$ cat config.mk
export PLATFORM = sky130hd
export DESIGN_NAME = pwm_halfbridge
export DESIGN_NICKNAME = d
export VERILOG_FILES = /design/src/verilog/pwm_pkg.sv /design/src/verilog/pwm_halfbridge.sv
export SDC_FILE = /design/constraint.sdc
export NUM_CORES = 1
export LEC_CHECK = 0
export BUFFER_PORTS_ARGS = -buffer_cell sky130_fd_sc_hd__buf_2
export CAP_MARGIN = 25
export CORE_MARGIN = 5
export CORE_UTILIZATION = 30
export CTS_CLUSTER_DIAMETER = 80
export DETAILED_ROUTE_END_ITERATION = 10
export RECOVER_POWER = 50
export SYNTH_ARGS = -nofsm -noshare
export SYNTH_HDL_FRONTEND = slang
export SYNTH_SLANG_ARGS = --single-unit
$ cat constraint.sdc
create_clock -name i_clk -period 5.7 [get_ports i_clk]
set_input_delay 0.855 -clock i_clk [delete_from_list [all_inputs] [get_ports i_clk]]
set_output_delay 0.855 -clock i_clk [all_outputs]
set_load 0.01 [all_outputs]
$ cat src/verilog/pwm_pkg.sv
// Package of offsets, field positions and reset values for the PWM block
package pwm_pkg;
    // ------------------------------------------------------------
    // Register map
    // ------------------------------------------------------------
    localparam int unsigned ADDR_W       = 8;
    localparam logic [7:0]  OFF_CTRL     = 8'h00;
    localparam logic [7:0]  OFF_PERIOD   = 8'h04;
    localparam logic [7:0]  OFF_DUTY_WR  = 8'h08;
    localparam logic [7:0]  OFF_DUTY_BUF = 8'h0C;
    localparam logic [7:0]  OFF_BRIDGE   = 8'h10;
    localparam logic [7:0]  OFF_DIR      = 8'h14;
    localparam logic [7:0]  OFF_STATUS   = 8'h18;
    // ------------------------------------------------------------
    // Field positions
    // ------------------------------------------------------------
    localparam int unsigned CTRL_EN      = 0;
    localparam int unsigned CTRL_HB      = 1;
    localparam int unsigned CTRL_PS_LO   = 2;
    localparam int unsigned CTRL_DLOW_LO = 4;
    localparam int unsigned STAT_PRI     = 10;
    localparam int unsigned STAT_SEC     = 11;
    // ------------------------------------------------------------
    // Reset values and encodings
    // ------------------------------------------------------------
    localparam logic [5:0]  CTRL_RST     = 6'h00;
    localparam logic [7:0]  PERIOD_RST   = 8'hFF;
    localparam logic [6:0]  BRIDGE_RST   = 7'h00;
    localparam logic [1:0]  DIR_RST      = 2'h3;
    localparam logic [1:0]  PS_DIV1      = 2'h0;
    localparam logic [1:0]  PS_DIV4      = 2'h1;
    localparam logic [3:0]  PS4_LAST     = 4'h3;
    localparam logic [3:0]  PS16_LAST    = 4'hF;
    localparam int unsigned OSC_PER_INSTR = 4;
    localparam logic [1:0]  Q_LAST       = 2'(OSC_PER_INSTR - 1);
    localparam logic [1:0]  RESP_OKAY    = 2'h0;
    localparam logic [1:0]  RESP_SLVERR  = 2'h2;
endpackage

$ cat src/verilog/pwm_halfbridge.sv
// PWM generator with double-buffered duty, half-bridge dead band, AXI4-Lite registers
//
// Contract
// - Period is (period+1) x 4 x prescale clocks
// - Timer clears on increment after period match
// - Output set at restart unless duty zero
// - Duty buffer loads at period match, or by write while stopped
// - No postscaler affects PWM frequency
// - Duty is duty_high_write with two low bits
// - Duty writes anytime, no effect mid-period
// - Duty buffer read-only while PWM runs
// - Buffer plus 2-bit latch double-buffer duty
// - Time base is timer plus two sub-bits
// - Time base equal duty clears output
// - Duty beyond period leaves output unchanged
// - Full ten-bit resolution at period 255
// - Prescaler divides by 1, 4, 16
// - Half-bridge gives output and its complement
// - Dead band delays active edge instr cycles
// - Dead band above duty keeps output inactive
// - Instruction cycle is four oscillator clocks
`timescale 1ns/100ps
module pwm_halfbridge (
    input  wire logic                       i_clk,
    input  wire logic                       i_rst,
    input  wire logic [pwm_pkg::ADDR_W-1:0] i_s_axi_awaddr,
    input  wire logic                       i_s_axi_awvalid,
    output logic                            o_s_axi_awready,
    input  wire logic [31:0]                i_s_axi_wdata,
    input  wire logic [3:0]                 i_s_axi_wstrb,
    input  wire logic                       i_s_axi_wvalid,
    output logic                            o_s_axi_wready,
    output logic [1:0]                      o_s_axi_bresp,
    output logic                            o_s_axi_bvalid,
    input  wire logic                       i_s_axi_bready,
    input  wire logic [pwm_pkg::ADDR_W-1:0] i_s_axi_araddr,
    input  wire logic                       i_s_axi_arvalid,
    output logic                            o_s_axi_arready,
    output logic [31:0]                     o_s_axi_rdata,
    output logic [1:0]                      o_s_axi_rresp,
    output logic                            o_s_axi_rvalid,
    input  wire logic                       i_s_axi_rready,
    output logic                            o_primary_output,
    output logic                            o_primary_oe,
    output logic                            o_secondary_output,
    output logic                            o_secondary_oe
);
    // ------------------------------------------------------------
    // Functions
    // ------------------------------------------------------------
    function automatic logic addr_ok(input logic [7:0] a);
        addr_ok = (a == pwm_pkg::OFF_CTRL)    || (a == pwm_pkg::OFF_PERIOD)
               || (a == pwm_pkg::OFF_DUTY_WR) || (a == pwm_pkg::OFF_DUTY_BUF)
               || (a == pwm_pkg::OFF_BRIDGE)  || (a == pwm_pkg::OFF_DIR)
               || (a == pwm_pkg::OFF_STATUS);
    endfunction

    // Dead-band counter step: restarts whenever the raw level drops
    function automatic logic [6:0] db_step(input logic [6:0] cnt, input logic raw,
                                           input logic [6:0] dead, input logic tick);
        if (!raw) begin
            db_step = 7'h00;
        end else if (tick && cnt < dead) begin
            db_step = cnt + 7'h01;
        end else begin
            db_step = cnt;
        end
    endfunction

    // ------------------------------------------------------------
    // Registers
    // ------------------------------------------------------------
    logic [5:0]  ctrl_q;
    logic [7:0]  period_q, duty_wr_q, duty_buf_q, timer_q;
    logic [1:0]  duty_lat_q, dir_q, q_q;
    logic [6:0]  dead_q, pri_cnt_q, sec_cnt_q;
    logic [3:0]  ps_q;
    logic        pwm_q, pri_q, sec_q;
    logic        aw_hold_q, w_hold_q, wstrb0_q, bvalid_q, rvalid_q;
    logic [7:0]  awaddr_q, wdata_q;
    logic [1:0]  bresp_q, rresp_q;
    logic [31:0] rdata_q, rd_mux;
    logic        en, hb, instr_tick, timer_tick, restart, wr_go, wr_en;
    logic [1:0]  ps_sel, tb_low;
    logic [3:0]  ps_last;
    logic [9:0]  time_base, duty_new;
    logic [6:0]  pri_dead;
    logic        sec_raw, pwm_lvl;

    assign en     = ctrl_q[pwm_pkg::CTRL_EN];
    assign hb     = ctrl_q[pwm_pkg::CTRL_HB];
    assign ps_sel = ctrl_q[pwm_pkg::CTRL_PS_LO +: 2];

    // ------------------------------------------------------------
    // AXI4-Lite write channel
    // ------------------------------------------------------------
    assign o_s_axi_awready = !aw_hold_q;
    assign o_s_axi_wready  = !w_hold_q;
    assign o_s_axi_bvalid  = bvalid_q;
    assign o_s_axi_bresp   = bresp_q;
    assign wr_go = aw_hold_q && w_hold_q && !bvalid_q;
    assign wr_en = wr_go && wstrb0_q && addr_ok(awaddr_q);

    always_ff @(posedge i_clk or posedge i_rst) begin
        if (i_rst) begin
            aw_hold_q <= 1'b0;
            w_hold_q  <= 1'b0;
            awaddr_q  <= 8'h00;
            wdata_q   <= 8'h00;
            wstrb0_q  <= 1'b0;
        end else begin
            if (i_s_axi_awvalid && !aw_hold_q) begin
                aw_hold_q <= 1'b1;
                awaddr_q  <= i_s_axi_awaddr[7:0];
            end else if (wr_go) begin
                aw_hold_q <= 1'b0;
            end
            if (i_s_axi_wvalid && !w_hold_q) begin
                w_hold_q <= 1'b1;
                wdata_q  <= i_s_axi_wdata[7:0];
                wstrb0_q <= i_s_axi_wstrb[0];
            end else if (wr_go) begin
                w_hold_q <= 1'b0;
            end
        end
    end

    always_ff @(posedge i_clk or posedge i_rst) begin
        if (i_rst) begin
            bvalid_q <= 1'b0;
            bresp_q  <= pwm_pkg::RESP_OKAY;
        end else if (wr_go) begin
            bvalid_q <= 1'b1;
            bresp_q  <= addr_ok(awaddr_q) ? pwm_pkg::RESP_OKAY : pwm_pkg::RESP_SLVERR;
        end else if (i_s_axi_bready) begin
            bvalid_q <= 1'b0;
        end
    end

    // ------------------------------------------------------------
    // Software registers
    // ------------------------------------------------------------
    // Duty bytes accepted at any time; they only reach the compare at restart
    always_ff @(posedge i_clk or posedge i_rst) begin
        if (i_rst) begin
            ctrl_q    <= pwm_pkg::CTRL_RST;
            period_q  <= pwm_pkg::PERIOD_RST;
            duty_wr_q <= 8'h00;
            dead_q    <= pwm_pkg::BRIDGE_RST;
            dir_q     <= pwm_pkg::DIR_RST;
        end else if (wr_en) begin
            unique case (awaddr_q)
                pwm_pkg::OFF_CTRL:    ctrl_q    <= wdata_q[5:0];
                pwm_pkg::OFF_PERIOD:  period_q  <= wdata_q;
                pwm_pkg::OFF_DUTY_WR: duty_wr_q <= wdata_q;
                pwm_pkg::OFF_BRIDGE:  dead_q    <= wdata_q[6:0];
                pwm_pkg::OFF_DIR:     dir_q     <= wdata_q[1:0];
                default: begin
                end
            endcase
        end
    end

    // ------------------------------------------------------------
    // AXI4-Lite read channel
    // ------------------------------------------------------------
    assign o_s_axi_arready = !rvalid_q;
    assign o_s_axi_rvalid  = rvalid_q;
    assign o_s_axi_rresp   = rresp_q;
    assign o_s_axi_rdata   = rdata_q;

    always_comb begin
        rd_mux = 32'h0000_0000;
        unique case (i_s_axi_araddr[7:0])
            pwm_pkg::OFF_CTRL:     rd_mux[5:0] = ctrl_q;
            pwm_pkg::OFF_PERIOD:   rd_mux[7:0] = period_q;
            pwm_pkg::OFF_DUTY_WR:  rd_mux[7:0] = duty_wr_q;
            pwm_pkg::OFF_DUTY_BUF: rd_mux[7:0] = duty_buf_q;
            pwm_pkg::OFF_BRIDGE:   rd_mux[6:0] = dead_q;
            pwm_pkg::OFF_DIR:      rd_mux[1:0] = dir_q;
            pwm_pkg::OFF_STATUS: begin
                rd_mux[9:0]               = time_base;
                rd_mux[pwm_pkg::STAT_PRI] = pri_q;
                rd_mux[pwm_pkg::STAT_SEC] = sec_q;
            end
            default: rd_mux = 32'h0000_0000;
        endcase
    end

    always_ff @(posedge i_clk or posedge i_rst) begin
        if (i_rst) begin
            rvalid_q <= 1'b0;
            rresp_q  <= pwm_pkg::RESP_OKAY;
            rdata_q  <= 32'h0000_0000;
        end else if (i_s_axi_arvalid && !rvalid_q) begin
            rvalid_q <= 1'b1;
            rdata_q  <= rd_mux;
            rresp_q  <= addr_ok(i_s_axi_araddr[7:0]) ? pwm_pkg::RESP_OKAY
                                                     : pwm_pkg::RESP_SLVERR;
        end else if (i_s_axi_rready) begin
            rvalid_q <= 1'b0;
        end
    end

    // ------------------------------------------------------------
    // Instruction cycle and prescaler
    // ------------------------------------------------------------
    // Held at zero while disabled so the first period starts aligned
    always_ff @(posedge i_clk or posedge i_rst) begin
        if (i_rst) begin
            q_q <= 2'h0;
        end else if (!en) begin
            q_q <= 2'h0;
        end else begin
            q_q <= q_q + 2'h1;
        end
    end
    assign instr_tick = en && (q_q == pwm_pkg::Q_LAST);

    always_comb begin
        unique case (ps_sel)
            pwm_pkg::PS_DIV1: ps_last = 4'h0;
            pwm_pkg::PS_DIV4: ps_last = pwm_pkg::PS4_LAST;
            default:          ps_last = pwm_pkg::PS16_LAST;
        endcase
    end

    always_ff @(posedge i_clk or posedge i_rst) begin
        if (i_rst) begin
            ps_q <= 4'h0;
        end else if (!en) begin
            ps_q <= 4'h0;
        end else if (instr_tick) begin
            ps_q <= (ps_q == ps_last) ? 4'h0 : ps_q + 4'h1;
        end
    end
    // Timer output goes straight to the PWM; no postscaler in the path
    assign timer_tick = instr_tick && (ps_q == ps_last);

    // ------------------------------------------------------------
    // Timer, time base and duty buffer
    // ------------------------------------------------------------
    assign restart = timer_tick && (timer_q == period_q);

    always_ff @(posedge i_clk or posedge i_rst) begin
        if (i_rst) begin
            timer_q <= 8'h00;
        end else if (!en) begin
            timer_q <= 8'h00;
        end else if (restart) begin
            timer_q <= 8'h00;
        end else if (timer_tick) begin
            timer_q <= timer_q + 8'h01;
        end
    end

    always_comb begin
        unique case (ps_sel)
            pwm_pkg::PS_DIV1: tb_low = q_q;
            pwm_pkg::PS_DIV4: tb_low = ps_q[1:0];
            default:          tb_low = ps_q[3:2];
        endcase
    end
    // Ten bits give 1024 steps only when the period spans all 256 counts
    assign time_base = {timer_q, tb_low};
    assign duty_new  = {duty_wr_q, ctrl_q[pwm_pkg::CTRL_DLOW_LO +: 2]};

    // Buffer writable only while stopped; the running compare never sees a write
    always_ff @(posedge i_clk or posedge i_rst) begin
        if (i_rst) begin
            duty_buf_q <= 8'h00;
            duty_lat_q <= 2'h0;
        end else if (restart) begin
            duty_buf_q <= duty_new[9:2];
            duty_lat_q <= duty_new[1:0];
        end else if (wr_en && !en && awaddr_q == pwm_pkg::OFF_DUTY_BUF) begin
            duty_buf_q <= wdata_q;
        end
    end

    // ------------------------------------------------------------
    // PWM level
    // ------------------------------------------------------------
    // A duty past the period never matches, so the level simply stays
    always_ff @(posedge i_clk or posedge i_rst) begin
        if (i_rst) begin
            pwm_q <= 1'b0;
        end else if (!en) begin
            pwm_q <= 1'b0;
        end else if (restart) begin
            pwm_q <= (duty_new != 10'h000);
        end else if (time_base == {duty_buf_q, duty_lat_q}) begin
            pwm_q <= 1'b0;
        end
    end

    // ------------------------------------------------------------
    // Dead band and pin drive
    // ------------------------------------------------------------
    // Outside half-bridge the primary follows the PWM with no delay
    assign pri_dead = hb ? dead_q : 7'h00;
    // Low from the first matching count, so the width is exactly duty counts
    assign pwm_lvl  = pwm_q && (time_base != {duty_buf_q, duty_lat_q});
    assign sec_raw  = hb && en && !pwm_lvl;

    always_ff @(posedge i_clk or posedge i_rst) begin
        if (i_rst) begin
            pri_cnt_q <= 7'h00;
            pri_q     <= 1'b0;
        end else begin
            pri_cnt_q <= db_step(pri_cnt_q, pwm_lvl, pri_dead, instr_tick);
            pri_q     <= pwm_lvl && (pri_cnt_q >= pri_dead);
        end
    end

    always_ff @(posedge i_clk or posedge i_rst) begin
        if (i_rst) begin
            sec_cnt_q <= 7'h00;
            sec_q     <= 1'b0;
        end else begin
            sec_cnt_q <= db_step(sec_cnt_q, sec_raw, dead_q, instr_tick);
            sec_q     <= sec_raw && (sec_cnt_q >= dead_q);
        end
    end

    assign o_primary_output   = pri_q;
    assign o_secondary_output = sec_q;
    // Pins stay released until software clears their direction bits; the secondary also needs half-bridge mode
    assign o_primary_oe       = !dir_q[0];
    assign o_secondary_oe     = !dir_q[1] && hb;
endmodule

---- Yosys cells after proc, flatten, opt, wreduce, memory -nomap -nowiden ----
Cells that the tools add are included.
Widths: inputs -> output; s select.
word-level totals
  flip-flop bits (word level) ............. 109
  bits of input ports ..................... 59
  output and inout port bits .............. 45
cells by class
  add/sub/neg operators ................... 5
  magnitude comparators ................... 4
  eq/ne operators ......................... 23
  multiplexer cells ....................... 33
  reduce and logical (&&, ||, !) cells .... 54
operators with widths
  cell                 count
  $eq 8x5->1 const B   6
  $mux 8               5
  $mux 7               5
  $eq 8x4->1 const B   4
  $pmux 4 s6           1
  $logic_and 1x1->1    20
  $eq 8x3->1 const B   2
  $logic_not 8->1      2
  $mux 4               4
  $add 7x1->7 const B  2
  $ge 7x7->1           2
  $lt 7x7->1           2
  $pmux 2 s7           1
  $logic_or 1x1->1     12
  $eq 10x10->1         1
  $mux 1               10
  $ne 10x10->1         1
  $reduce_and 2->1     5
  $reduce_bool 10->1   1
  $reduce_bool 2->1    5
  $add 8x1->8 const B  1
  $eq 8x8->1           1
  $logic_not 1->1      8
  $pmux 4 s2           1
  other kinds (12)     17

---- Depth between registers and ports, before layout ----
Gate-level depths: netlist (run 1).
  word-level depth ........................ 12
  depth in mapped cells ................... 8
  depth with buffers taken out ............ 7

---- Worst setup path before layout (run 1) ----
No wires, ideal clock.
  path kind ............................... in2reg
  from .................................... input port i_s_axi_araddr[1] in the netlist's numbering
  to ...................................... register rdata_q[6], in the netlist o_s_axi_rdata[6]
  library setup time ...................... 83 ps
  arrival ................................. 2304 ps
  data required time ...................... 5617 ps
  path slack .............................. 3314 ps
  stages .................................. 7
  path through ............................ or4_1 -> buf_2 -> or3_1 -> clkbuf_1 -> nor2_1 -> a221oi_1 -> o21ai_0
on the way
  cells in the longest elaborated chain, start to end .. 2
  elaborated cells between the ends (all ways) .. 6
  those cells by class .................... eq/ne: 5; mux: 1
RTL lines
  item                                line                   text
  start: declaration                  pwm_halfbridge.sv:36   input wire logic [pwm_pkg::ADDR_W-1:0] i_s_axi_araddr,
  $eq 8x5->1 (tied with other cells)  pwm_halfbridge.sv:174  unique case (i_s_axi_araddr[7:0])
  $pmux 1 s5 *                        pwm_halfbridge.sv:174
  end signal: assignment              pwm_halfbridge.sv:197  rdata_q <= rd_mux;
  end: declaration                    pwm_halfbridge.sv:82   logic [31:0] rdata_q, rd_mux;
Every way passes the cells marked *; elsewhere a longest branch is shown, timed or not.
A chain may end at the register's enable or synchronous reset.

==> run_results.csv, run 1 <==
group,metric,value,unit
run_status,outcome,"finished, violations left",
run_status,violations,"max-capacitance violations, max-slew violations",
synth,syn_area_per_cell,10.7,µm²
critical_path,cp.arrival,3.53,ns
critical_path,cpPeakStageDelay,1.30,ns
power_and_ir_drop,power_leakage,0.00285,µW
power_and_ir_drop,p_clk_share,31.9,%
global_routing,antenna_found_initial,1,
power_and_ir_drop,p_comb_share,17.1,%
sta,setup_viol,0,
synth,ys_seq_area_share,45.7,%
layout,final_cell_mix,"dfrtp_1 (97), mux2_2 (55), nand2_1 (43), buf_2 (33), o21ai_0 (31)",
clock_network,cts_buffers,9,
floorplan,die-width,150,µm
power_and_ir_drop,power,2050,µW
clock_network,cts_buffer_depth,2,
layout,drive_gt1_share,21.1,%
power_and_ir_drop,power.share.sequential,51.0,%
global_routing,grt_pass1_wl,22.3,mm
clock_network,post-cts-setup-buffers,0,
synth,synth_flop_cell,"dfrtp_1",
synth,synth_cell_types,63,
global_routing,gr-usage-all-layers,12.5,%
sta,worst_pin_slew,2.32,ns
global_routing,met2_usage,18.9,%
layout,area_growth,11.7,%
floorplan,dieArea,22500,µm²
sta,rsz0062_at_grt,"no",
power_and_ir_drop,vdd_drop_max,183,µV
synth,ys_ff_latch,107,
clock_network,cts.reportedPaths.clkPinSlew,0.07,ns
clock_network,cts_tree,"done",
power_and_ir_drop,p_switching,635,µW
clock_network,postCtsHoldBufs,0,
critical_path,path_max_fanout,55,
clock_network,cts.sinks,107,
drt,wirelength,13.6,mm
drt,num_vias,4187,
power_and_ir_drop,switching_share,31.0,%
layout,final_cell_area,6580,µm²
power_and_ir_drop,internal-power,1410,µW
worst_hold_path,hold_class,"flop to flop",
place,io_buffers,54,
drt,avgViaCountPerCell,4.85,
clock_network,cts_root_buffer,"clkbuf_16",
critical_path,endpoint_kind,"asynchronous set/reset pin",
sta,max_freq,304,MHz
layout,fin_cells,863,
critical_path,path_class,"input port to asynchronous set/reset pin",
sta,drv_slew,54,
drt,firstDrtPassIters,4,
drt,postRouteAntennaNets,0,
critical_path,start_kind,"input port",
drt,post_drt_wl_per_cell,15.7,µm
sta,clock-skew-final,0.00871,ns
global_routing,grt_max_degree,56,
floorplan,core-area,19400,µm²
power_and_ir_drop,power.density,311,nW/µm²
floorplan,io_pins,104,
synth,synthCells,549,
layout,final_common_cell,"dfrtp_1",
synth,ys_warn_count,0,
layout,fin_util,33.9,%
job,max_cap_viol_count,1,
critical_path,critPathSlowestCell,"clkinvlp_2",
sta,period_share,57.7,%
global_routing,grt_pass1_vias,4234,
place,placed_cells,847,
synth,synth-edff-count,0,
layout,antenna_cells,0,
clock_network,cts_resized,0,
floorplan,row_count,51,
sta,final.setup.tns,0,ns
global_routing,met1_usage,17.8,%
global_routing,gr-max-usage-layer,"met2",
clock_network,insertion_delay,0.36,ns
synth,syn-cell-area,5890,µm²
floorplan,initial_core_util,30.3,%
drt,drc,0,
synth,async_flop_share,100,%
global_routing,met3_usage,3.48,%
critical_path,cp_cell_sequence,"buf_2 -> clkinvlp_2 -> clkbuf_2",
place,place.gp.congestion,0.816,
place,hpwl,10.1,mm
global_routing,grt-ovfl-total,0,
sta,hold_viol,0,
drt,drt_iter0_drc,190,
place,place_area,6320,µm²
clock_network,htreeDepth,3,
critical_path,crit_required,5.94,ns
sta,min_period,3.29,ns
sta,slew_headroom,-55.7,%
layout,nets,671,
floorplan,die_h,150,µm
flip-flops by register name, indices dropped and copies added (netlist names), 4 cells and up:
register and count:
pri_cnt_q 7, awaddr_q 8, sec_cnt_q 7, period_q 8, o_s_axi_rdata 12, wdata_q 8, ctrl_q 6, timer_q 8
dead_q 7, duty_buf_q 8, ps_q 4, duty_wr_q 8
critical path: cells and delay by family:
family / cells / cell delay (ns)
buf+inv: 3 / 2.63
metal layers:
| layer | wire (µm) | vias up | part of all wire (%) |
|---|---|---|---|
| met1 | 6290 | 2045 | 46 |
| met2 | 6220 | 98 | 46 |
| li1 | - | 2021 | - |
| met3 | 853 | 21 | 6.3 |
| met5 | 11 | - | 0.081 |
| met4 | 189 | 2 | 1.4 |
kinds of logic after synthesis:
group                    synth area share, %
AND/OR/NAND/NOR                         15.5
flip-flops                              45.7
AO/OA/AOI/OAI                           11.1
multiplexers                            13.1
buffers and inverters                   5.93
XOR/XNOR                                4.61
adder cells (fa/ha/maj)                 4.04
other                                 0.0637
metrics by stage:
step,worst slack (ns),hold WS (ns)
floorplan,2.04,0.427
global placement,2.67,0.456
detailed placement,2.84,0.447
CTS,2.99,0.464
global route,1.73,0.480
finish,2.41,0.456
synth_stat cells (4+ instances only):
master | n | area [µm²]
o2bb2ai_1 | 5 | 43.8
a211oi_1 | 6 | 45.0
inv_1 | 20 | 75.1
xor2_1 | 19 | 166
a21oi_1 | 12 | 60.1
nor4_1 | 15 | 93.8
or3_1 | 7 | 43.8
nand2_1 | 43 | 161
nor2b_1 | 8 | 50.1
nand2b_1 | 4 | 25.0
nand4_1 | 9 | 56.3
xnor2_1 | 12 | 105
buf_4 | 26 | 195
dfrtp_1 | 97 | 2430
mux2i_1 | 15 | 150
nor3_1 | 12 | 60.1
and2_1 | 7 | 43.8
dfstp_2 | 10 | 263
nand3_1 | 11 | 55.1
o21ai_1 | 6 | 30.0
a22oi_1 | 5 | 37.5
mux2_2 | 55 | 619
a32o_1 | 4 | 40.0
ha_1 | 19 | 238
clkbuf_1 | 16 | 60.1
nor2_1 | 18 | 67.6
o21ai_0 | 31 | 155
layout make-up:
| class | instances | area [µm²] |
|---|---|---|
| clock buffers | 10 | 229 |
| clock inverters | 6 | 78.8 |
| multi-input cells | 397 | 2910 |
| well taps | 265 | 332 |
| flip-flops and latches | 107 | 2690 |
| fillers | 2000 | 12800 |
| repair buffers | 58 | 264 |
| inverters | 20 | 76.3 |
power by group through the flow:
stage | Clock, µW | Combinational (µW) | Sequential [µW]
2_1_floorplan | 0 | 304 | 988
3_3_place_gp | 0 | 354 | 1060
3_5_place_dp | 0 | 364 | 1060
4_1_cts | 672 | 365 | 1050
5_1_grt | 702 | 392 | 1060
6_report | 652 | 350 | 1040
worst paths after layout:
| check | startpoint | to | slack (ns) | cells after the start |
|---|---|---|---|---|
| worst max-delay path | i_rst | o_s_axi_rdata[5]$_DFFE_PP0P_ | 2.41 | 3 |
| worst min-delay path | q_q[0]$_DFF_PP0_ | q_q[0]$_DFF_PP0_ | 0.46 | 1 |
| worst max register to register | ctrl_q[2]$_DFFE_PP0P_ | timer_q[7]$_DFFE_PP0P_ | 2.68 | 5 |
| worst min register to register | q_q[0]$_DFF_PP0_ | q_q[0]$_DFF_PP0_ | 0.46 | 1 |
| max in group i_clk | ctrl_q[2]$_DFFE_PP0P_ | timer_q[7]$_DFFE_PP0P_ | 2.68 | 5 |
| min in group asynchronous | i_rst | awaddr_q[0]$_DFFE_PP0P_ | 1.11 | 2 |
(Power assumes the default switching activity.)
==> run 2, diff against run 1 <==
==> constraint.sdc (replaced) <==
create_clock -name i_clk -period 3.1 [get_ports i_clk]
set_input_delay 0.465 -clock i_clk [delete_from_list [all_inputs] [get_ports i_clk]]
set_output_delay 0.465 -clock i_clk [all_outputs]
set_load 0.01 [all_outputs]
==> run 2 against run 1 <==
Against the previous run:
- the run now ends clean
- combinational power is 90% higher
- die area is the same
- largest cell class unchanged
- critical path type is now flop to flop
- final area is 1.2% higher
- critical path depth is 4 higher
- routed wire length rose by 0.37%
- total power increased by 83%
- worst hold slack got worse by 0.19 ns
- flip-flop and latch count unchanged
==> run_results.csv, run 2 (synthesized netlist as in run 1, its figures left out) <==
group,metric,value,unit
place,place.gp.congestion,0.799,
clock_network,cts_buffers,9,
power_and_ir_drop,power,3740,µW
sta,rsz0062_at_grt,"no",
layout,fin_util,34.3,%
place,hpwl,10.2,mm
drt,drt-met1-wl,6.58,mm
global_routing,gr-usage-all-layers,12.5,%
global_routing,grt_pass1_vias,4163,
sta,final.setup.tns,0,ns
critical_path,start_kind,"flop",
drt,drt_iter0_drc,201,
worst_hold_path,hold_class,"input port to flop",
global_routing,grt_pass1_wl,22.1,mm
drt,wirelength,13.6,mm
floorplan,initial_core_util,30.3,%
critical_path,cp.arrival,2.78,ns
layout,final_cell_area,6650,µm²
sta,worst_pin_slew,1.39,ns
layout,final_common_cell,"dfrtp_1",
floorplan,die-width,150,µm
critical_path,path_class,"flop to flop",
clock_network,cts_root_buffer,"clkbuf_16",
critical_path,crit_required,3.38,ns
sta,period_share,80.7,%
power_and_ir_drop,power_leakage,0.00294,µW
power_and_ir_drop,power.density,562,nW/µm²
power_and_ir_drop,switching_share,32.1,%
global_routing,grt_max_degree,36,
layout,drive_gt1_share,25.0,%
critical_path,path_max_fanout,11,
run_status,outcome,"finished clean",
floorplan,row_count,51,
clock_network,cts_buffer_depth,2,
sta,max_freq,400,MHz
sta,clock-skew-final,0.00951,ns
power_and_ir_drop,p_switching,1200,µW
clock_network,cts_resized,0,
critical_path,endpoint_kind,"flop",
drt,post_drt_wl_per_cell,15.7,µm
layout,largest_reg_flops,12,
power_and_ir_drop,p_comb_share,17.8,%
layout,nets,677,
drt,postRouteAntennaNets,0,
sta,drv_slew,0,
place,io_buffers,54,
power_and_ir_drop,p_clk_share,31.1,%
power_and_ir_drop,vdd_drop_max,361,µV
sta,slew_headroom,7.41,%
clock_network,postCtsHoldBufs,0,
clock_network,post-cts-setup-buffers,0,
clock_network,cts.sinks,107,
job,max_cap_viol_count,0,
layout,area_growth,13.0,%
sta,setup_viol,0,
floorplan,core-area,19400,µm²
drt,highest_layer,"met4",
power_and_ir_drop,power.share.sequential,51.1,%
global_routing,grt-ovfl-total,0,
global_routing,antenna_found_initial,0,
clock_network,cts_tree,"done",
sta,min_period,2.50,ns
drt,firstDrtPassIters,4,
drt,drc,0,
clock_network,insertion_delay,0.36,ns
drt,num_vias,4187,
drt,wl_met3,702,µm
place,place_area,6370,µm²
drt,avgViaCountPerCell,4.82,
clock_network,htreeDepth,3,
floorplan,die_h,150,µm
floorplan,dieArea,22500,µm²
layout,final_cell_mix,"dfrtp_1 (97), mux2_2 (55), buf_2 (50), nand2_1 (43), o21ai_0 (31)",
floorplan,io_pins,104,
sta,hold_viol,0,
layout,antenna_cells,0,
clock_network,cts.reportedPaths.clkPinSlew,0.08,ns
power_and_ir_drop,internal-power,2540,µW
drt,dr_wl_met2,6.13,mm
-- run 2: changes by cell type in the layout (fill, tap and decap cells not counted), sizes merged --
cell      before  now
clkinv         1    3
bufinv         1    0
inv           23   22
clkbuf        33   18
buf           35   55
clkinvlp       1    2
-- run 2: metrics by stage --
step / instances / worst slack, ns / hold WS [ns]
2_1_floorplan: 570 / 0.804 / 0.427
3_3_place_gp: 853 / 0.686 / 0.451
3_5_place_dp: 853 / 0.621 / 0.462
4_1_cts: 869 / 0.598 / 0.173
5_1_grt: 869 / 0.464 / 0.265
6_report: 869 / 0.598 / 0.269
-- run 2: cell type report --
cell class                 instances  area (µm²)
fill                            1987       12700
multi-input combinational        397        2930
sequential                       107        2690
tap                              265         332
timing repair buffer              64         323
clock buffer                       9         225
clock inverter                     7        80.1
inverter                          20        76.3
-- run 2: power by group through the flow --
stage,logic [µW],clock network [µW],registers (µW)
2_1_floorplan,560,0,1820
3_3_place_gp,663,0,1940
3_5_place_dp,680,0,1940
4_1_cts,681,1190,1910
5_1_grt,751,1260,1950
6_report,664,1160,1910
-- run 2: worst max-delay path: stages, from the launching register on --
cell and delay [ns]:
dfrtp_1 0.57, nand2_1 0.11, ha_1 0.30, a211oi_1 0.25, o21bai_1 0.20, or3_1 0.47, or3_1 0.37, a21oi_1 0.14
-- run 2: worst paths after layout --
path	startpoint	end	slack, ns	cells after the start
worst max-delay path	ctrl_q[1]$_DFFE_PP0P_	pri_cnt_q[6]$_DFFE_PP0P_	0.60	7
worst min-delay path	i_s_axi_bready	o_s_axi_bvalid$_DFFE_PP0P_	0.27	2
worst max register to register	ctrl_q[1]$_DFFE_PP0P_	pri_cnt_q[6]$_DFFE_PP0P_	0.60	7
worst min register to register	q_q[0]$_DFF_PP0_	q_q[0]$_DFF_PP0_	0.47	1
max in group asynchronous	i_rst	timer_q[5]$_DFFE_PP0P_	1.01	3
min in group asynchronous	i_rst	pri_cnt_q[3]$_DFFE_PP0P_	0.32	2
-- run 2: metal layers --
metal  up-vias  global-route usage, %
li1       2043                      -
met1      2031                   17.7
met2        94                   18.9
met3        19                   3.30
met4         0                   3.61
met5         -                      0
